### src/rtl/ast_pkg.sv
// Constants shared by the converter sequencer: register map, fields, timing
package ast_pkg;
  localparam int DATA_W = 10;
  localparam int ACC_W  = 11;
  localparam int SEL_W  = 3;
  localparam int CNT_W  = 9;
  localparam int TMR_W  = 20;
  localparam int CLK_MHZ       = 10;
  localparam int DELAY_STEP_US = 50;
  localparam logic [7:0] ADDR_SETUP  = 8'h00;
  localparam logic [7:0] ADDR_DELAY  = 8'h04;
  localparam logic [7:0] ADDR_SPACE  = 8'h08;
  localparam logic [7:0] ADDR_RESULT = 8'h0c;
  localparam logic [7:0] ADDR_MINMAX = 8'h10;
  localparam logic [7:0] ADDR_MASK   = 8'h14;
  // Setup register fields
  localparam int SET_EN      = 0;
  localparam int SET_SEL_LSB = 1;
  localparam int SET_REF_EXT = 4;
  localparam int SET_CNT_LSB = 5;
  localparam int SET_REPEAT  = 8;
  // Delay register fields
  localparam int DLY_PIN      = 0;
  localparam int DLY_RISING   = 1;
  localparam int DLY_STEP_LSB = 2;
  // Spacing register fields
  localparam int SPC_WAIT_LSB = 0;
  localparam int SPC_B1_LSB   = 4;
  localparam int SPC_B2_LSB   = 6;
  // Result and min/max register fields
  localparam int RES_BUSY    = 31;
  localparam int MM_MAX_LSB  = 16;
  localparam logic [8:0]  SETUP_RST = 9'h000;
  localparam logic [5:0]  DELAY_RST = 6'h00;
  localparam logic [7:0]  SPACE_RST = 8'h00;
  localparam logic [DATA_W-1:0] SAR_MID = 10'h200;
  localparam logic [DATA_W-1:0] MIN_RST = 10'h3ff;

  // Samples per conversion cycle: 1, 4, 8 ... 256
  function automatic logic [CNT_W-1:0] samples(input logic [2:0] code);
    logic [CNT_W:0] n;
    // Shift amount is four bits wide so that code 7 reaches 256 without wrapping
    n = (code == 3'h0) ? 10'h001 : (10'h001 << (4'(code) + 4'h1));
    return n[CNT_W-1:0];
  endfunction

  // Spacing between samples in microseconds
  function automatic int wait_us(input logic [3:0] code);
    case (code)
      4'h0: return 20;
      4'h1: return 40;
      4'h2: return 60;
      4'h3: return 80;
      4'h4: return 160;
      4'h5: return 240;
      4'h6: return 320;
      4'h7: return 640;
      4'h8: return 1280;
      4'h9: return 1920;
      4'ha: return 2560;
      4'hb: return 5120;
      4'hc: return 10240;
      4'hd: return 15360;
      default: return 20480;
    endcase
  endfunction

  typedef enum logic [5:0] {
    ST_IDLE = 6'b000001,
    ST_ARM  = 6'b000010,
    ST_DLY  = 6'b000100,
    ST_CONV = 6'b001000,
    ST_WAIT = 6'b010000,
    ST_END  = 6'b100000
  } ast_state_e;
endpackage

### src/rtl/ast_adc_sequencer.sv
// Converter sequencer: trigger control, SAR engine, min/max/average unit, Wishbone registers
// How it works
// - A 10-step successive approximation search yields each 10-bit sample.
// - The 3-bit input select field drives the single eight-way multiplexer select.
// - Inputs are analog one, analog two, current, thermistor, die, backup, bus, battery.
// - Spacing register fields pick 0/10/50/60 uA bias for each analog pin.
// - Thermistor and analog-one bias turn on whenever input power is detected.
// - External reference selection switches the reference regulator off, otherwise on.
// - Trigger control starts the engine and hands each finished word to the ALU.
// - At cycle end results move to result registers and status updates.
// - Internal mode triggers the next sample after delay and spacing times.
// - With pin trigger enabled, an edge on the trigger pin starts conversion.
// - Minimum, maximum and average are computed for every conversion cycle.
// - The running result sits in an 11-bit accumulator whose top bit is always zero.
// - The result register is loaded only at the end of a cycle.
// - Cycles hold one or several samples and may run once or repeat.
// - Samples per cycle are programmable from one up to 256.
// - A low-to-high write of the enable bit starts a cycle.
// - A cycle end with repeat off or enable cleared drives the busy bit low and, if unmasked, interrupt low.
// - After the pin delay, conversion starts only if the pin stays active.
//
// Local design decisions: the register addresses and the Wishbone register port.
`timescale 1ns/1ps
module ast_adc_sequencer #(
  parameter int CYC_PER_US = ast_pkg::CLK_MHZ
) (
  input  wire logic                          clk_i,
  input  wire logic                          rst_i,
  input  wire logic                          wb_cyc_i,
  input  wire logic                          wb_stb_i,
  input  wire logic                          wb_we_i,
  input  wire logic [7:0]                    wb_adr_i,
  input  wire logic [3:0]                    wb_sel_i,
  input  wire logic [31:0]                   wb_dat_i,
  output logic      [31:0]                   wb_dat_o,
  output logic                               wb_ack_o,
  input  wire logic                          input_power_i,
  input  wire logic                          trigger_capable_io_pin_i,
  input  wire logic                          cmp_i,
  output logic      [ast_pkg::SEL_W-1:0]     mux_sel_o,
  output logic                               conv_start_o,
  output logic      [ast_pkg::DATA_W-1:0]    dac_code_o,
  output logic      [1:0]                    bias_one_sel_o,
  output logic      [1:0]                    bias_two_sel_o,
  output logic                               thermistor_bias_en_o,
  output logic                               analog_one_bias_en_o,
  output logic                               ref_ldo_en_o,
  output logic                               int_n_o
);
  localparam int DW = ast_pkg::DATA_W;

  // Three-stage synchronisers for power detect (bit 0) and trigger pin (bit 1)
  logic [1:0] async_in;
  logic [1:0] s1_q, s2_q, s3_q, lvl_q, lvl_d;
  assign async_in = {trigger_capable_io_pin_i, input_power_i};
  for (genvar g = 0; g < 2; g++) begin : g_sync
    always_ff @(posedge clk_i) begin
      if (rst_i) begin
        s1_q[g] <= 1'b0;
        s2_q[g] <= 1'b0;
        s3_q[g] <= 1'b0;
      end else begin
        s1_q[g] <= async_in[g];
        s2_q[g] <= s1_q[g];
        s3_q[g] <= s2_q[g];
      end
    end
    assign lvl_d[g] = (s2_q[g] == s3_q[g]) ? s3_q[g] : lvl_q[g];
  end

  function automatic logic [31:0] wmask(input logic [3:0] sel);
    logic [31:0] m;
    for (int i = 0; i < 4; i++) m[i*8 +: 8] = {8{sel[i]}};
    return m;
  endfunction

  ast_pkg::ast_state_e  state_q, state_d;
  logic [8:0]           setup_q, setup_d;
  logic [5:0]           delay_q, delay_d;
  logic [7:0]           space_q, space_d;
  logic                 mask_q, mask_d, en_prev_q, en_prev_d;
  logic                 busy_q, busy_d, int_n_q, int_n_d, start_q, start_d;
  logic [ast_pkg::ACC_W-1:0]  acc_q, acc_d, res_q, res_d;
  logic [DW-1:0]        min_q, min_d, max_q, max_d, minr_q, minr_d, maxr_q, maxr_d;
  logic [DW-1:0]        dac_q, dac_d;
  logic [3:0]           bit_q, bit_d;
  logic [ast_pkg::CNT_W-1:0]  cnt_q, cnt_d;
  logic [ast_pkg::TMR_W-1:0]  tmr_q, tmr_d;
  logic                 ack_q, ack_d, ref_q, ref_d, bias_q, bias_d;
  logic [31:0]          rdat_q, rdat_d;
  logic                 pin_act, pin_edge, rd_wr, wr, en_rise, pin_mode;
  logic [DW-1:0]        code, trial;
  logic [ast_pkg::ACC_W-1:0]  sum;
  logic [31:0]          m;

  assign pin_mode = delay_q[ast_pkg::DLY_PIN];
  assign pin_act  = lvl_q[1] == delay_q[ast_pkg::DLY_RISING];
  assign pin_edge = (lvl_d[1] != lvl_q[1]) && (lvl_d[1] == delay_q[ast_pkg::DLY_RISING]);
  assign rd_wr    = wb_cyc_i && wb_stb_i && !ack_q;
  assign wr       = rd_wr && wb_we_i;
  assign m        = wmask(wb_sel_i);

  function automatic logic [ast_pkg::TMR_W-1:0] dly_cycles(input logic [3:0] step);
    int c;
    c = int'(step) * ast_pkg::DELAY_STEP_US * CYC_PER_US;
    return ast_pkg::TMR_W'(c);
  endfunction

  function automatic logic [ast_pkg::TMR_W-1:0] wait_cycles(input logic [3:0] wc);
    int c;
    c = ast_pkg::wait_us(wc) * CYC_PER_US;
    return ast_pkg::TMR_W'(c);
  endfunction

  always_comb begin
    state_d   = state_q;
    setup_d   = setup_q;
    delay_d   = delay_q;
    space_d   = space_q;
    mask_d    = mask_q;
    en_prev_d = setup_q[ast_pkg::SET_EN];
    busy_d    = busy_q;
    int_n_d   = !(!busy_q && !mask_q && int_n_q == 1'b0);
    start_d   = 1'b0;
    acc_d     = acc_q;
    res_d     = res_q;
    min_d     = min_q;
    max_d     = max_q;
    minr_d    = minr_q;
    maxr_d    = maxr_q;
    dac_d     = dac_q;
    bit_d     = bit_q;
    cnt_d     = cnt_q;
    tmr_d     = (tmr_q != '0) ? tmr_q - 1'b1 : tmr_q;
    ack_d     = rd_wr;
    rdat_d    = 32'h0000_0000;
    ref_d     = !setup_q[ast_pkg::SET_REF_EXT];
    bias_d    = lvl_q[0];
    en_rise   = setup_q[ast_pkg::SET_EN] && !en_prev_q;
    code      = cmp_i ? dac_q : (dac_q & ~(DW'(1) << bit_q));
    trial     = code | (DW'(1) << (bit_q - 4'h1));
    sum       = {1'b0, acc_q[DW-1:0]} + {1'b0, code};
    if (rd_wr) begin
      case (wb_adr_i)
        ast_pkg::ADDR_SETUP:  rdat_d = {23'h0, setup_q};
        ast_pkg::ADDR_DELAY:  rdat_d = {26'h0, delay_q};
        ast_pkg::ADDR_SPACE:  rdat_d = {24'h0, space_q};
        ast_pkg::ADDR_RESULT: rdat_d = {busy_q, 20'h0, res_q};
        ast_pkg::ADDR_MINMAX: rdat_d = {6'h0, maxr_q, 6'h0, minr_q};
        ast_pkg::ADDR_MASK:   rdat_d = {31'h0, mask_q};
        default:              rdat_d = 32'h0000_0000;
      endcase
    end
    if (wr) begin
      case (wb_adr_i)
        ast_pkg::ADDR_SETUP: setup_d = 9'((setup_q & m[8:0]) ^ setup_q | (wb_dat_i[8:0] & m[8:0]));
        ast_pkg::ADDR_DELAY: delay_d = 6'((delay_q & ~m[5:0]) | (wb_dat_i[5:0] & m[5:0]));
        ast_pkg::ADDR_SPACE: space_d = 8'((space_q & ~m[7:0]) | (wb_dat_i[7:0] & m[7:0]));
        ast_pkg::ADDR_MASK:  mask_d  = m[0] ? wb_dat_i[0] : mask_q;
        default: ;
      endcase
    end
    case (state_q)
      ast_pkg::ST_IDLE: begin
        if (en_rise) begin
          busy_d  = 1'b1;
          int_n_d = 1'b1;
          acc_d   = '0;
          min_d   = ast_pkg::MIN_RST;
          max_d   = '0;
          cnt_d   = '0;
          tmr_d   = dly_cycles(delay_q[ast_pkg::DLY_STEP_LSB +: 4]);
          state_d = pin_mode ? ast_pkg::ST_ARM : ast_pkg::ST_DLY;
        end
      end
      ast_pkg::ST_ARM: begin
        if (pin_edge) begin
          tmr_d   = dly_cycles(delay_q[ast_pkg::DLY_STEP_LSB +: 4]);
          state_d = ast_pkg::ST_DLY;
        end
      end
      ast_pkg::ST_DLY: begin
        if (tmr_q == '0) begin
          if (pin_mode && !pin_act) begin
            state_d = ast_pkg::ST_ARM;
          end else begin
            start_d = 1'b1;
            dac_d   = ast_pkg::SAR_MID;
            bit_d   = 4'(DW - 1);
            state_d = ast_pkg::ST_CONV;
          end
        end
      end
      ast_pkg::ST_CONV: begin
        if (bit_q != 4'h0) begin
          dac_d = trial;
          bit_d = bit_q - 4'h1;
        end else begin
          dac_d = code;
          acc_d = (cnt_q == '0) ? {1'b0, code} : {1'b0, sum[DW:1]};
          min_d = (code < min_q) ? code : min_q;
          max_d = (code > max_q) ? code : max_q;
          cnt_d = cnt_q + 1'b1;
          if (cnt_d == ast_pkg::samples(setup_q[ast_pkg::SET_CNT_LSB +: 3])) begin
            state_d = ast_pkg::ST_END;
          end else begin
            tmr_d   = wait_cycles(space_q[ast_pkg::SPC_WAIT_LSB +: 4]);
            state_d = ast_pkg::ST_WAIT;
          end
        end
      end
      ast_pkg::ST_WAIT: begin
        if (tmr_q == '0) begin
          start_d = 1'b1;
          dac_d   = ast_pkg::SAR_MID;
          bit_d   = 4'(DW - 1);
          state_d = ast_pkg::ST_CONV;
        end
      end
      ast_pkg::ST_END: begin
        res_d  = acc_q;
        minr_d = min_q;
        maxr_d = max_q;
        acc_d  = '0;
        min_d  = ast_pkg::MIN_RST;
        max_d  = '0;
        cnt_d  = '0;
        if (setup_q[ast_pkg::SET_REPEAT] && setup_q[ast_pkg::SET_EN]) begin
          tmr_d   = dly_cycles(delay_q[ast_pkg::DLY_STEP_LSB +: 4]);
          state_d = pin_mode ? ast_pkg::ST_ARM : ast_pkg::ST_DLY;
        end else begin
          busy_d  = 1'b0;
          int_n_d = mask_q;
          state_d = ast_pkg::ST_IDLE;
        end
      end
      default: state_d = ast_pkg::ST_IDLE;
    endcase
  end

  always_ff @(posedge clk_i) begin
    if (rst_i) begin
      state_q   <= ast_pkg::ST_IDLE;
      setup_q   <= ast_pkg::SETUP_RST;
      delay_q   <= ast_pkg::DELAY_RST;
      space_q   <= ast_pkg::SPACE_RST;
      mask_q    <= 1'b1;
      en_prev_q <= 1'b0;
      busy_q    <= 1'b0;
      int_n_q   <= 1'b1;
      start_q   <= 1'b0;
      acc_q     <= '0;
      res_q     <= '0;
      min_q     <= ast_pkg::MIN_RST;
      max_q     <= '0;
      minr_q    <= '0;
      maxr_q    <= '0;
      dac_q     <= '0;
      bit_q     <= '0;
      cnt_q     <= '0;
      tmr_q     <= '0;
      ack_q     <= 1'b0;
      rdat_q    <= 32'h0000_0000;
      ref_q     <= 1'b1;
      bias_q    <= 1'b0;
      lvl_q     <= 2'h0;
    end else begin
      state_q   <= state_d;
      setup_q   <= setup_d;
      delay_q   <= delay_d;
      space_q   <= space_d;
      mask_q    <= mask_d;
      en_prev_q <= en_prev_d;
      busy_q    <= busy_d;
      int_n_q   <= int_n_d;
      start_q   <= start_d;
      acc_q     <= acc_d;
      res_q     <= res_d;
      min_q     <= min_d;
      max_q     <= max_d;
      minr_q    <= minr_d;
      maxr_q    <= maxr_d;
      dac_q     <= dac_d;
      bit_q     <= bit_d;
      cnt_q     <= cnt_d;
      tmr_q     <= tmr_d;
      ack_q     <= ack_d;
      rdat_q    <= rdat_d;
      ref_q     <= ref_d;
      bias_q    <= bias_d;
      lvl_q     <= lvl_d;
    end
  end

  assign wb_dat_o             = rdat_q;
  assign wb_ack_o             = ack_q;
  assign mux_sel_o            = setup_q[ast_pkg::SET_SEL_LSB +: ast_pkg::SEL_W];
  assign conv_start_o         = start_q;
  assign dac_code_o           = dac_q;
  assign bias_one_sel_o       = space_q[ast_pkg::SPC_B1_LSB +: 2];
  assign bias_two_sel_o       = space_q[ast_pkg::SPC_B2_LSB +: 2];
  assign thermistor_bias_en_o = bias_q;
  assign analog_one_bias_en_o = bias_q;
  assign ref_ldo_en_o         = ref_q;
  assign int_n_o              = int_n_q;

  // Checks
  a_ack_one_cycle: assert property (@(posedge clk_i) disable iff (rst_i)
    ack_q |=> !ack_q) else $error("ack held too long");
  a_ref_follows: assert property (@(posedge clk_i) disable iff (rst_i)
    ##1 ref_q == !$past(setup_q[ast_pkg::SET_REF_EXT])) else $error("ldo enable wrong");
  a_bias_power: assert property (@(posedge clk_i) disable iff (rst_i)
    ##1 bias_q == $past(lvl_q[0])) else $error("bias enable wrong");
  a_start_busy: assert property (@(posedge clk_i) disable iff (rst_i)
    (state_q == ast_pkg::ST_IDLE && en_rise) |=> busy_q) else $error("cycle not started");
  a_sar_len: assert property (@(posedge clk_i) disable iff (rst_i)
    start_q |-> (state_q == ast_pkg::ST_CONV) [*5] ##1 (state_q == ast_pkg::ST_CONV) [*5]
    ##1 state_q != ast_pkg::ST_CONV) else $error("sar length wrong");
  a_result_end: assert property (@(posedge clk_i) disable iff (rst_i)
    (res_q != $past(res_q)) |-> $past(state_q) == ast_pkg::ST_END) else $error("result early");
  a_done_int: assert property (@(posedge clk_i) disable iff (rst_i)
    $fell(busy_q) |-> int_n_q == mask_q) else $error("interrupt wrong");
  a_pin_level: assert property (@(posedge clk_i) disable iff (rst_i)
    (state_q == ast_pkg::ST_DLY && tmr_q == '0 && pin_mode && !pin_act) |=> !start_q)
    else $error("start without active pin");
  a_min_le_max: assert property (@(posedge clk_i) disable iff (rst_i)
    $fell(busy_q) |-> minr_q <= maxr_q) else $error("min above max");
  c_single: cover property (@(posedge clk_i) $fell(busy_q) && minr_q == maxr_q);
  c_pin: cover property (@(posedge clk_i) state_q == ast_pkg::ST_ARM ##[1:1000] start_q);
  c_repeat: cover property (@(posedge clk_i)
    state_q == ast_pkg::ST_END && setup_q[ast_pkg::SET_REPEAT]);
endmodule // ast_adc_sequencer

### config.mk
export PLATFORM = sky130hd
export DESIGN_NAME = ast_adc_sequencer
export DESIGN_NICKNAME = d
export VERILOG_FILES = /design/src/rtl/ast_pkg.sv /design/src/rtl/ast_adc_sequencer.sv
export SDC_FILE = /design/constraint.sdc
export NUM_CORES = 1
export LEC_CHECK = 0
export ABC_AREA = 1
export BUFFER_PORTS_ARGS = -buffer_cell sky130_fd_sc_hd__buf_2
export CORE_ASPECT_RATIO = 1.25
export CORE_MARGIN = 5
export CORE_UTILIZATION = 55
export CTS_CLUSTER_DIAMETER = 50
export DETAILED_ROUTE_END_ITERATION = 12
export GPL_TIMING_DRIVEN = 0
export HOLD_SLACK_MARGIN = 0.05
export PLACE_DENSITY = 0.75
export SLEW_MARGIN = 40
export SYNTH_ARGS = -nofsm -noshare
export SYNTH_HDL_FRONTEND = slang
export SYNTH_SLANG_ARGS = --single-unit
### constraint.sdc
create_clock -name clk_i -period 3.4 [get_ports clk_i]
set_input_delay 0.51 -clock clk_i [delete_from_list [all_inputs] [get_ports clk_i]]
set_output_delay 0.51 -clock clk_i [all_outputs]
set_load 0.01 [all_outputs]
==> Word level (Yosys, flattened, before mapping) <==
Memories as Yosys holds them, arrays and structs flattened. A register that Yosys moved wholly into a read port is not among the register bits.
Index checks and enable logic that the tools add are counted.
{ "word_totals": {"register_bits": 182, "mem_bits_ro": 208, "in_bits": 52, "output_inout_bits": 55, "wordCells": 187, "memories": 1} }
{ "memory_table": {"columns": ["name", "words", "width", "rd", "rd_clocked_by_memory_dff", "write_ports", "line_no", "rtl"], "rows": [
  ["(name not given)", 16, 13, 1, 1, 0, "ast_pkg.sv:49", "case (code)"]
]} }
{ "op_classes": {"n_addsub": 5, "n_mul": 3, "order_cmp": 2, "eq_ne": 27, "shift": 3, "n_mux": 61, "bitwise": 17, "reduce_logical": 37} }
{ "op_table": {"columns": ["operator", "count"], "rows": [
  ["32-bit case mux with 6 select lines", 1],
  ["10-bit 2-to-1 mux", 12],
  ["20-bit 2-to-1 mux", 6],
  ["32-bit 2-to-1 mux", 3],
  ["10-bit case mux with 3 select lines", 3],
  ["20-bit case mux with 4 select lines", 1],
  ["6-bit 2-to-1 mux", 6],
  ["6-bit case mux with 6 select lines", 1],
  ["11-bit case mux with 3 select lines", 1],
  ["32-bit by 4-bit multiplier with 19-bit output, second input constant", 1],
  ["4-bit 2-to-1 mux", 7],
  ["9-bit 2-to-1 mux", 3],
  ["9-bit case mux with 3 select lines", 1],
  ["11-bit 2-to-1 mux", 2],
  ["20-bit zero test", 1],
  ["2-bit inequality test, second input constant", 10],
  ["20-bit nonzero test", 1],
  ["1-bit by 4-bit left shift with 10-bit output, first input constant", 2],
  ["20-bit by 1-bit subtractor with 20-bit output, second input constant", 1],
  ["9-bit AND", 2],
  ["8-bit AND", 2],
  ["8-bit by 4-bit equality test with 1-bit output, second input constant", 2],
  ["8-bit by 5-bit equality test with 1-bit output, second input constant", 2],
  ["6-bit AND", 2],
  ["other kinds (46)", 82]
]} }

==> Depth between registers and ports, before layout <==
{ "depth": {"depth_word": 11, "ltp_mapped": 20, "ltp_nobuf": 20} }

==> Worst setup path after synthesis <==
Ideal clock, no wire load.
{ "synth_timing": {"kind": "flip-flop to flip-flop", "startpoint": "register with a tool-made name", "endpoint": "register tmr_q[12] (netlist bit)", "setup_ns": 0.128, "arrival_time_ns": 2.944, "required_ns": 3.272, "path_slack_ns": 0.328, "path_stages_with_launch": 19, "path_buffers": 0, "period_less_slack_ns": 3.072, "path_cell_list": "dfxtp_1 ha_1 ha_1 fa_1 a21o_1 xnor2_1 inv_1 ha_1 ha_1 nand2_1 inv_1 nand4_1 o211ai_1 nor2_1 nor2_1 nand2_1 o21ai_0 a21oi_2 nor2_1"} }
{ "synth_lines": {"columns": ["element", "line_no", "rtl"], "rows": [
  ["end signal, assigned", "ast_adc_sequencer.sv:286", "tmr_q <= tmr_d;"],
  ["end, declared", "ast_adc_sequencer.sv:88", "logic [ast_pkg::TMR_W-1:0] tmr_q, tmr_d;"]
]} }

==> results.cfg <==
[floorplan]
design.die.area_um2 = 22200
die_width_um = 134
start_util_pct = 56.2
core_area_um2 = 18900
die_y_um = 165
io_pins = 107
rows = 56

[cts]
cts.htree.levels = 4
cts_root_buffer = sky130_fd_sc_hd__clkbuf_16
hold_buffers = 0
clk_pin_slew_ns = 0.08
cts_tree = built
clock_insertion_delay_worst_skew_ns = 0.45
cts-root-to-sink-buffers = 2
cts_buffers = 17
cts.sink_count = 182

[synth]
edff_count_synth = 0
synth_largest_type_area_fraction_pct = 34.3
seq_area_frac_synth_pct = 34.3
synth_cells = 1473
yosysUniqueCellTypes = 57
syn-mean-instance-area_um2 = 7.22
leading_cell_type_by_number_of_instances_after_synthesis = sky130_fd_sc_hd__nand2_1
synth-async-reset-ratio_pct = 0
netlist.top_cell.by_area = sky130_fd_sc_hd__dfxtp_1
post_synth_instance_area_um2 = 10600
synth_warnings = 0
yosys-top-cells-count = sky130_fd_sc_hd__nand2_1, sky130_fd_sc_hd__nor2_1, sky130_fd_sc_hd__dfxtp_1
ys.flop_type = sky130_fd_sc_hd__dfxtp_1
yosys-top-cells-area = sky130_fd_sc_hd__dfxtp_1, sky130_fd_sc_hd__ha_1, sky130_fd_sc_hd__nand2_1, sky130_fd_sc_hd__nor2_1, sky130_fd_sc_hd__a21oi_1
ys_ff_latch = 182

[placement]
placed_cells_incl_taps = 1784
place.detailed.hpwl_um = 22700
gpl.final_weighted_congestion = 0.897
portBuffers = 69

[sta]
timing.fmax_mhz = 303
grt_setup_unrepaired = true
worst-slew-pin-transition_ns = 0.682
final_report_hold_violation_count = 0
relSlewSlack_pct = 54.3
hold-worst-slack_ns = 0.259
final.min_clock_period_ns = 3.30
timing.final.setup_violations = 0
fin_skew_ns = 0.0144
setup_total_negative_slack_ns = 0
slew_violations = 0
fin_crit_sh_pct = 97.1

[final_layout]
syn2layout_area_growth_pct = 13.8
n_antenna_cell = 0
finish.net_count = 1717
layoutNonFillerInstCount = 1817
layout-drive-gt1-share_pct = 13.8
layout.core_utilization_pct = 64.0
num-fill-cells = 1770

[min_path]
hp-class = in -> reg

[power_and_ir_drop]
power.density_nw_per_um2 = 483
power.static_leakage_nw = 5.57
vdd.ir_drop.worst_v = 0.000427

[run]
max_cap_viols = 0

[routing]
drc = 0
drtAntennaViolNets = 0
detailedRoute.firstPassIterationCount = 6
via_cell_ratio = 5.54
route.detailed.wl_per_inst_um = 16.1
dr_total_vias = 10100
drt_first_iter_violations = 627
drt_wl_total_um = 29300

[global_routing]
grt_start_max_net_pins = 25
grt_antenna_before_repair = 0
gr-total-overflow = 0
grt_pass1_vias = 9672
grt_first_pass_wirelength_um = 47100
grt.total_usage_pct = 26.7

[setup_path]
criticalPathCategory = reg -> reg
crit_path_max_fanout = 6
endpoint_kind = register
reg2reg_setup_slack_ns = 0.1
worstSetupStartpointType = register
crit_required_ns = 3.72
worst_ep_arrival_time_ns = 3.62

[outcome]
status = finished, final reports clean
-- where the power goes --
| part | internal, W | switching (W) |
|---|---|---|
| Combinational | 0.000504 | 0.000811 |
| Clock | 0.00106 | 0.00110 |
| Sequential | 0.00226 | 0.000110 |
-- routing by layer --
metal,track usage (%),up-vias,part of all wire [%]
met2,49.1,253,52
met1,30.3,4704,41
met3,3.61,73,3.9
met4,12.9,0,3.9
li1,-,5045,-
met5,0,-,0
-- timing repair --
| item | in CTS | in global routing |
|---|---|---|
| resized for setup | 6 | 17 |
| setup buffers | 0 | 1 |
| hold endpoints to repair | 0 | 0 |
| endpoints found under the setup margin | 3 | 14 |
| pin swaps | 1 | 7 |
-- placed cells by master, fill, tap and decap left out, types with 5 or more instances in the layout --
cell and n:
sky130_fd_sc_hd__nand2_4 5, sky130_fd_sc_hd__nand4_1 18, sky130_fd_sc_hd__clkbuf_16 17, sky130_fd_sc_hd__inv_12 8, sky130_fd_sc_hd__nor3_1 26, sky130_fd_sc_hd__nor2_4 7, sky130_fd_sc_hd__conb_1 11, sky130_fd_sc_hd__nand3_1 71
sky130_fd_sc_hd__o21ai_0 85, sky130_fd_sc_hd__ha_1 83, sky130_fd_sc_hd__or2_2 6, sky130_fd_sc_hd__nor2_2 8, sky130_fd_sc_hd__nand2_2 6, sky130_fd_sc_hd__nand3b_1 5, sky130_fd_sc_hd__xnor2_1 12, sky130_fd_sc_hd__a21oi_1 138
sky130_fd_sc_hd__ha_4 5, sky130_fd_sc_hd__xor2_1 21, sky130_fd_sc_hd__buf_2 77, sky130_fd_sc_hd__o22ai_1 5, sky130_fd_sc_hd__o21ai_1 18, sky130_fd_sc_hd__o211ai_1 10, sky130_fd_sc_hd__inv_2 15, sky130_fd_sc_hd__nor2_1 184
sky130_fd_sc_hd__a31oi_1 9, sky130_fd_sc_hd__dfxtp_1 179, sky130_fd_sc_hd__inv_1 153, sky130_fd_sc_hd__clkbuf_1 27, sky130_fd_sc_hd__nand2_1 272, sky130_fd_sc_hd__a21oi_2 10, sky130_fd_sc_hd__buf_4 21
-- logic make-up (layout without fill, tap and decap cells) --
kind of cell / after synthesis / in the layout / share of synthesized area [%]
AO/OA/AOI/OAI: 304 / 304 / 15.8
XOR/XNOR: 35 / 35 / 2.88
flip-flops: 182 / 182 / 34.3
buffers and inverters: 230 / 332 / 9.25
AND/OR/NAND/NOR: 628 / 628 / 26.5
adder cells (fa/ha/maj): 93 / 93 / 11.2
other: 1 / 11 / 0.0353
-- area by class of cell --
type	instances	area, µm²	share of cell area (%)
repair buffers	70	353	2.91
multi-input cells	1071	6170	50.9
clock buffers	17	425	3.51
clock inverters	15	238	1.96
well taps	232	290	2.40
inverters	171	646	5.33
flip-flops and latches	182	3650	30.1
plain buffers	59	338	2.79
-- per-stage QoR --
step	setup slack, ns	power (W)	area (µm²)
final	0.0998	0.00585	12100
after global routing	-0.132	0.00616	12100
after CTS	0.0232	0.00587	12000
after detailed placement	-0.268	0.00372	11300
after global placement	-0.180	0.00369	11300
after floorplan	0.328	0.00344	10700
-- path summary, 6_finish.rpt --
path / start / endpoint / cells past startpoint
max: register / tmr_q[12]$_SDFF_PP0_ / 18
min reg2reg: s1_q[0]$_SDFF_PP0_ / s2_q[0]$_SDFF_PP0_ / 2
max reg2reg: register / tmr_q[12]$_SDFF_PP0_ / 18
min: trigger_capable_io_pin_i / s1_q[1]$_SDFF_PP0_ / 3
-- worst max-delay path: stages (launching register included) --
cell	delay [ns]
sky130_fd_sc_hd__dfxtp_4	0.38
sky130_fd_sc_hd__ha_1	0.30
sky130_fd_sc_hd__ha_2	0.21
sky130_fd_sc_hd__fa_2	0.44
sky130_fd_sc_hd__a21o_1	0.21
sky130_fd_sc_hd__xnor2_2	0.18
sky130_fd_sc_hd__inv_2	0.09
sky130_fd_sc_hd__ha_4	0.28
sky130_fd_sc_hd__ha_4	0.21
sky130_fd_sc_hd__nand2_1	0.09
sky130_fd_sc_hd__inv_1	0.05
sky130_fd_sc_hd__nand4_1	0.08
sky130_fd_sc_hd__o211ai_1	0.12
sky130_fd_sc_hd__nor2_1	0.11
sky130_fd_sc_hd__nor2_1	0.05
sky130_fd_sc_hd__nand2_1	0.14
sky130_fd_sc_hd__o21ai_1	0.10
sky130_fd_sc_hd__a21oi_2	0.10
sky130_fd_sc_hd__nor2_1	0.04
Power figures use the tool's default switching activity.
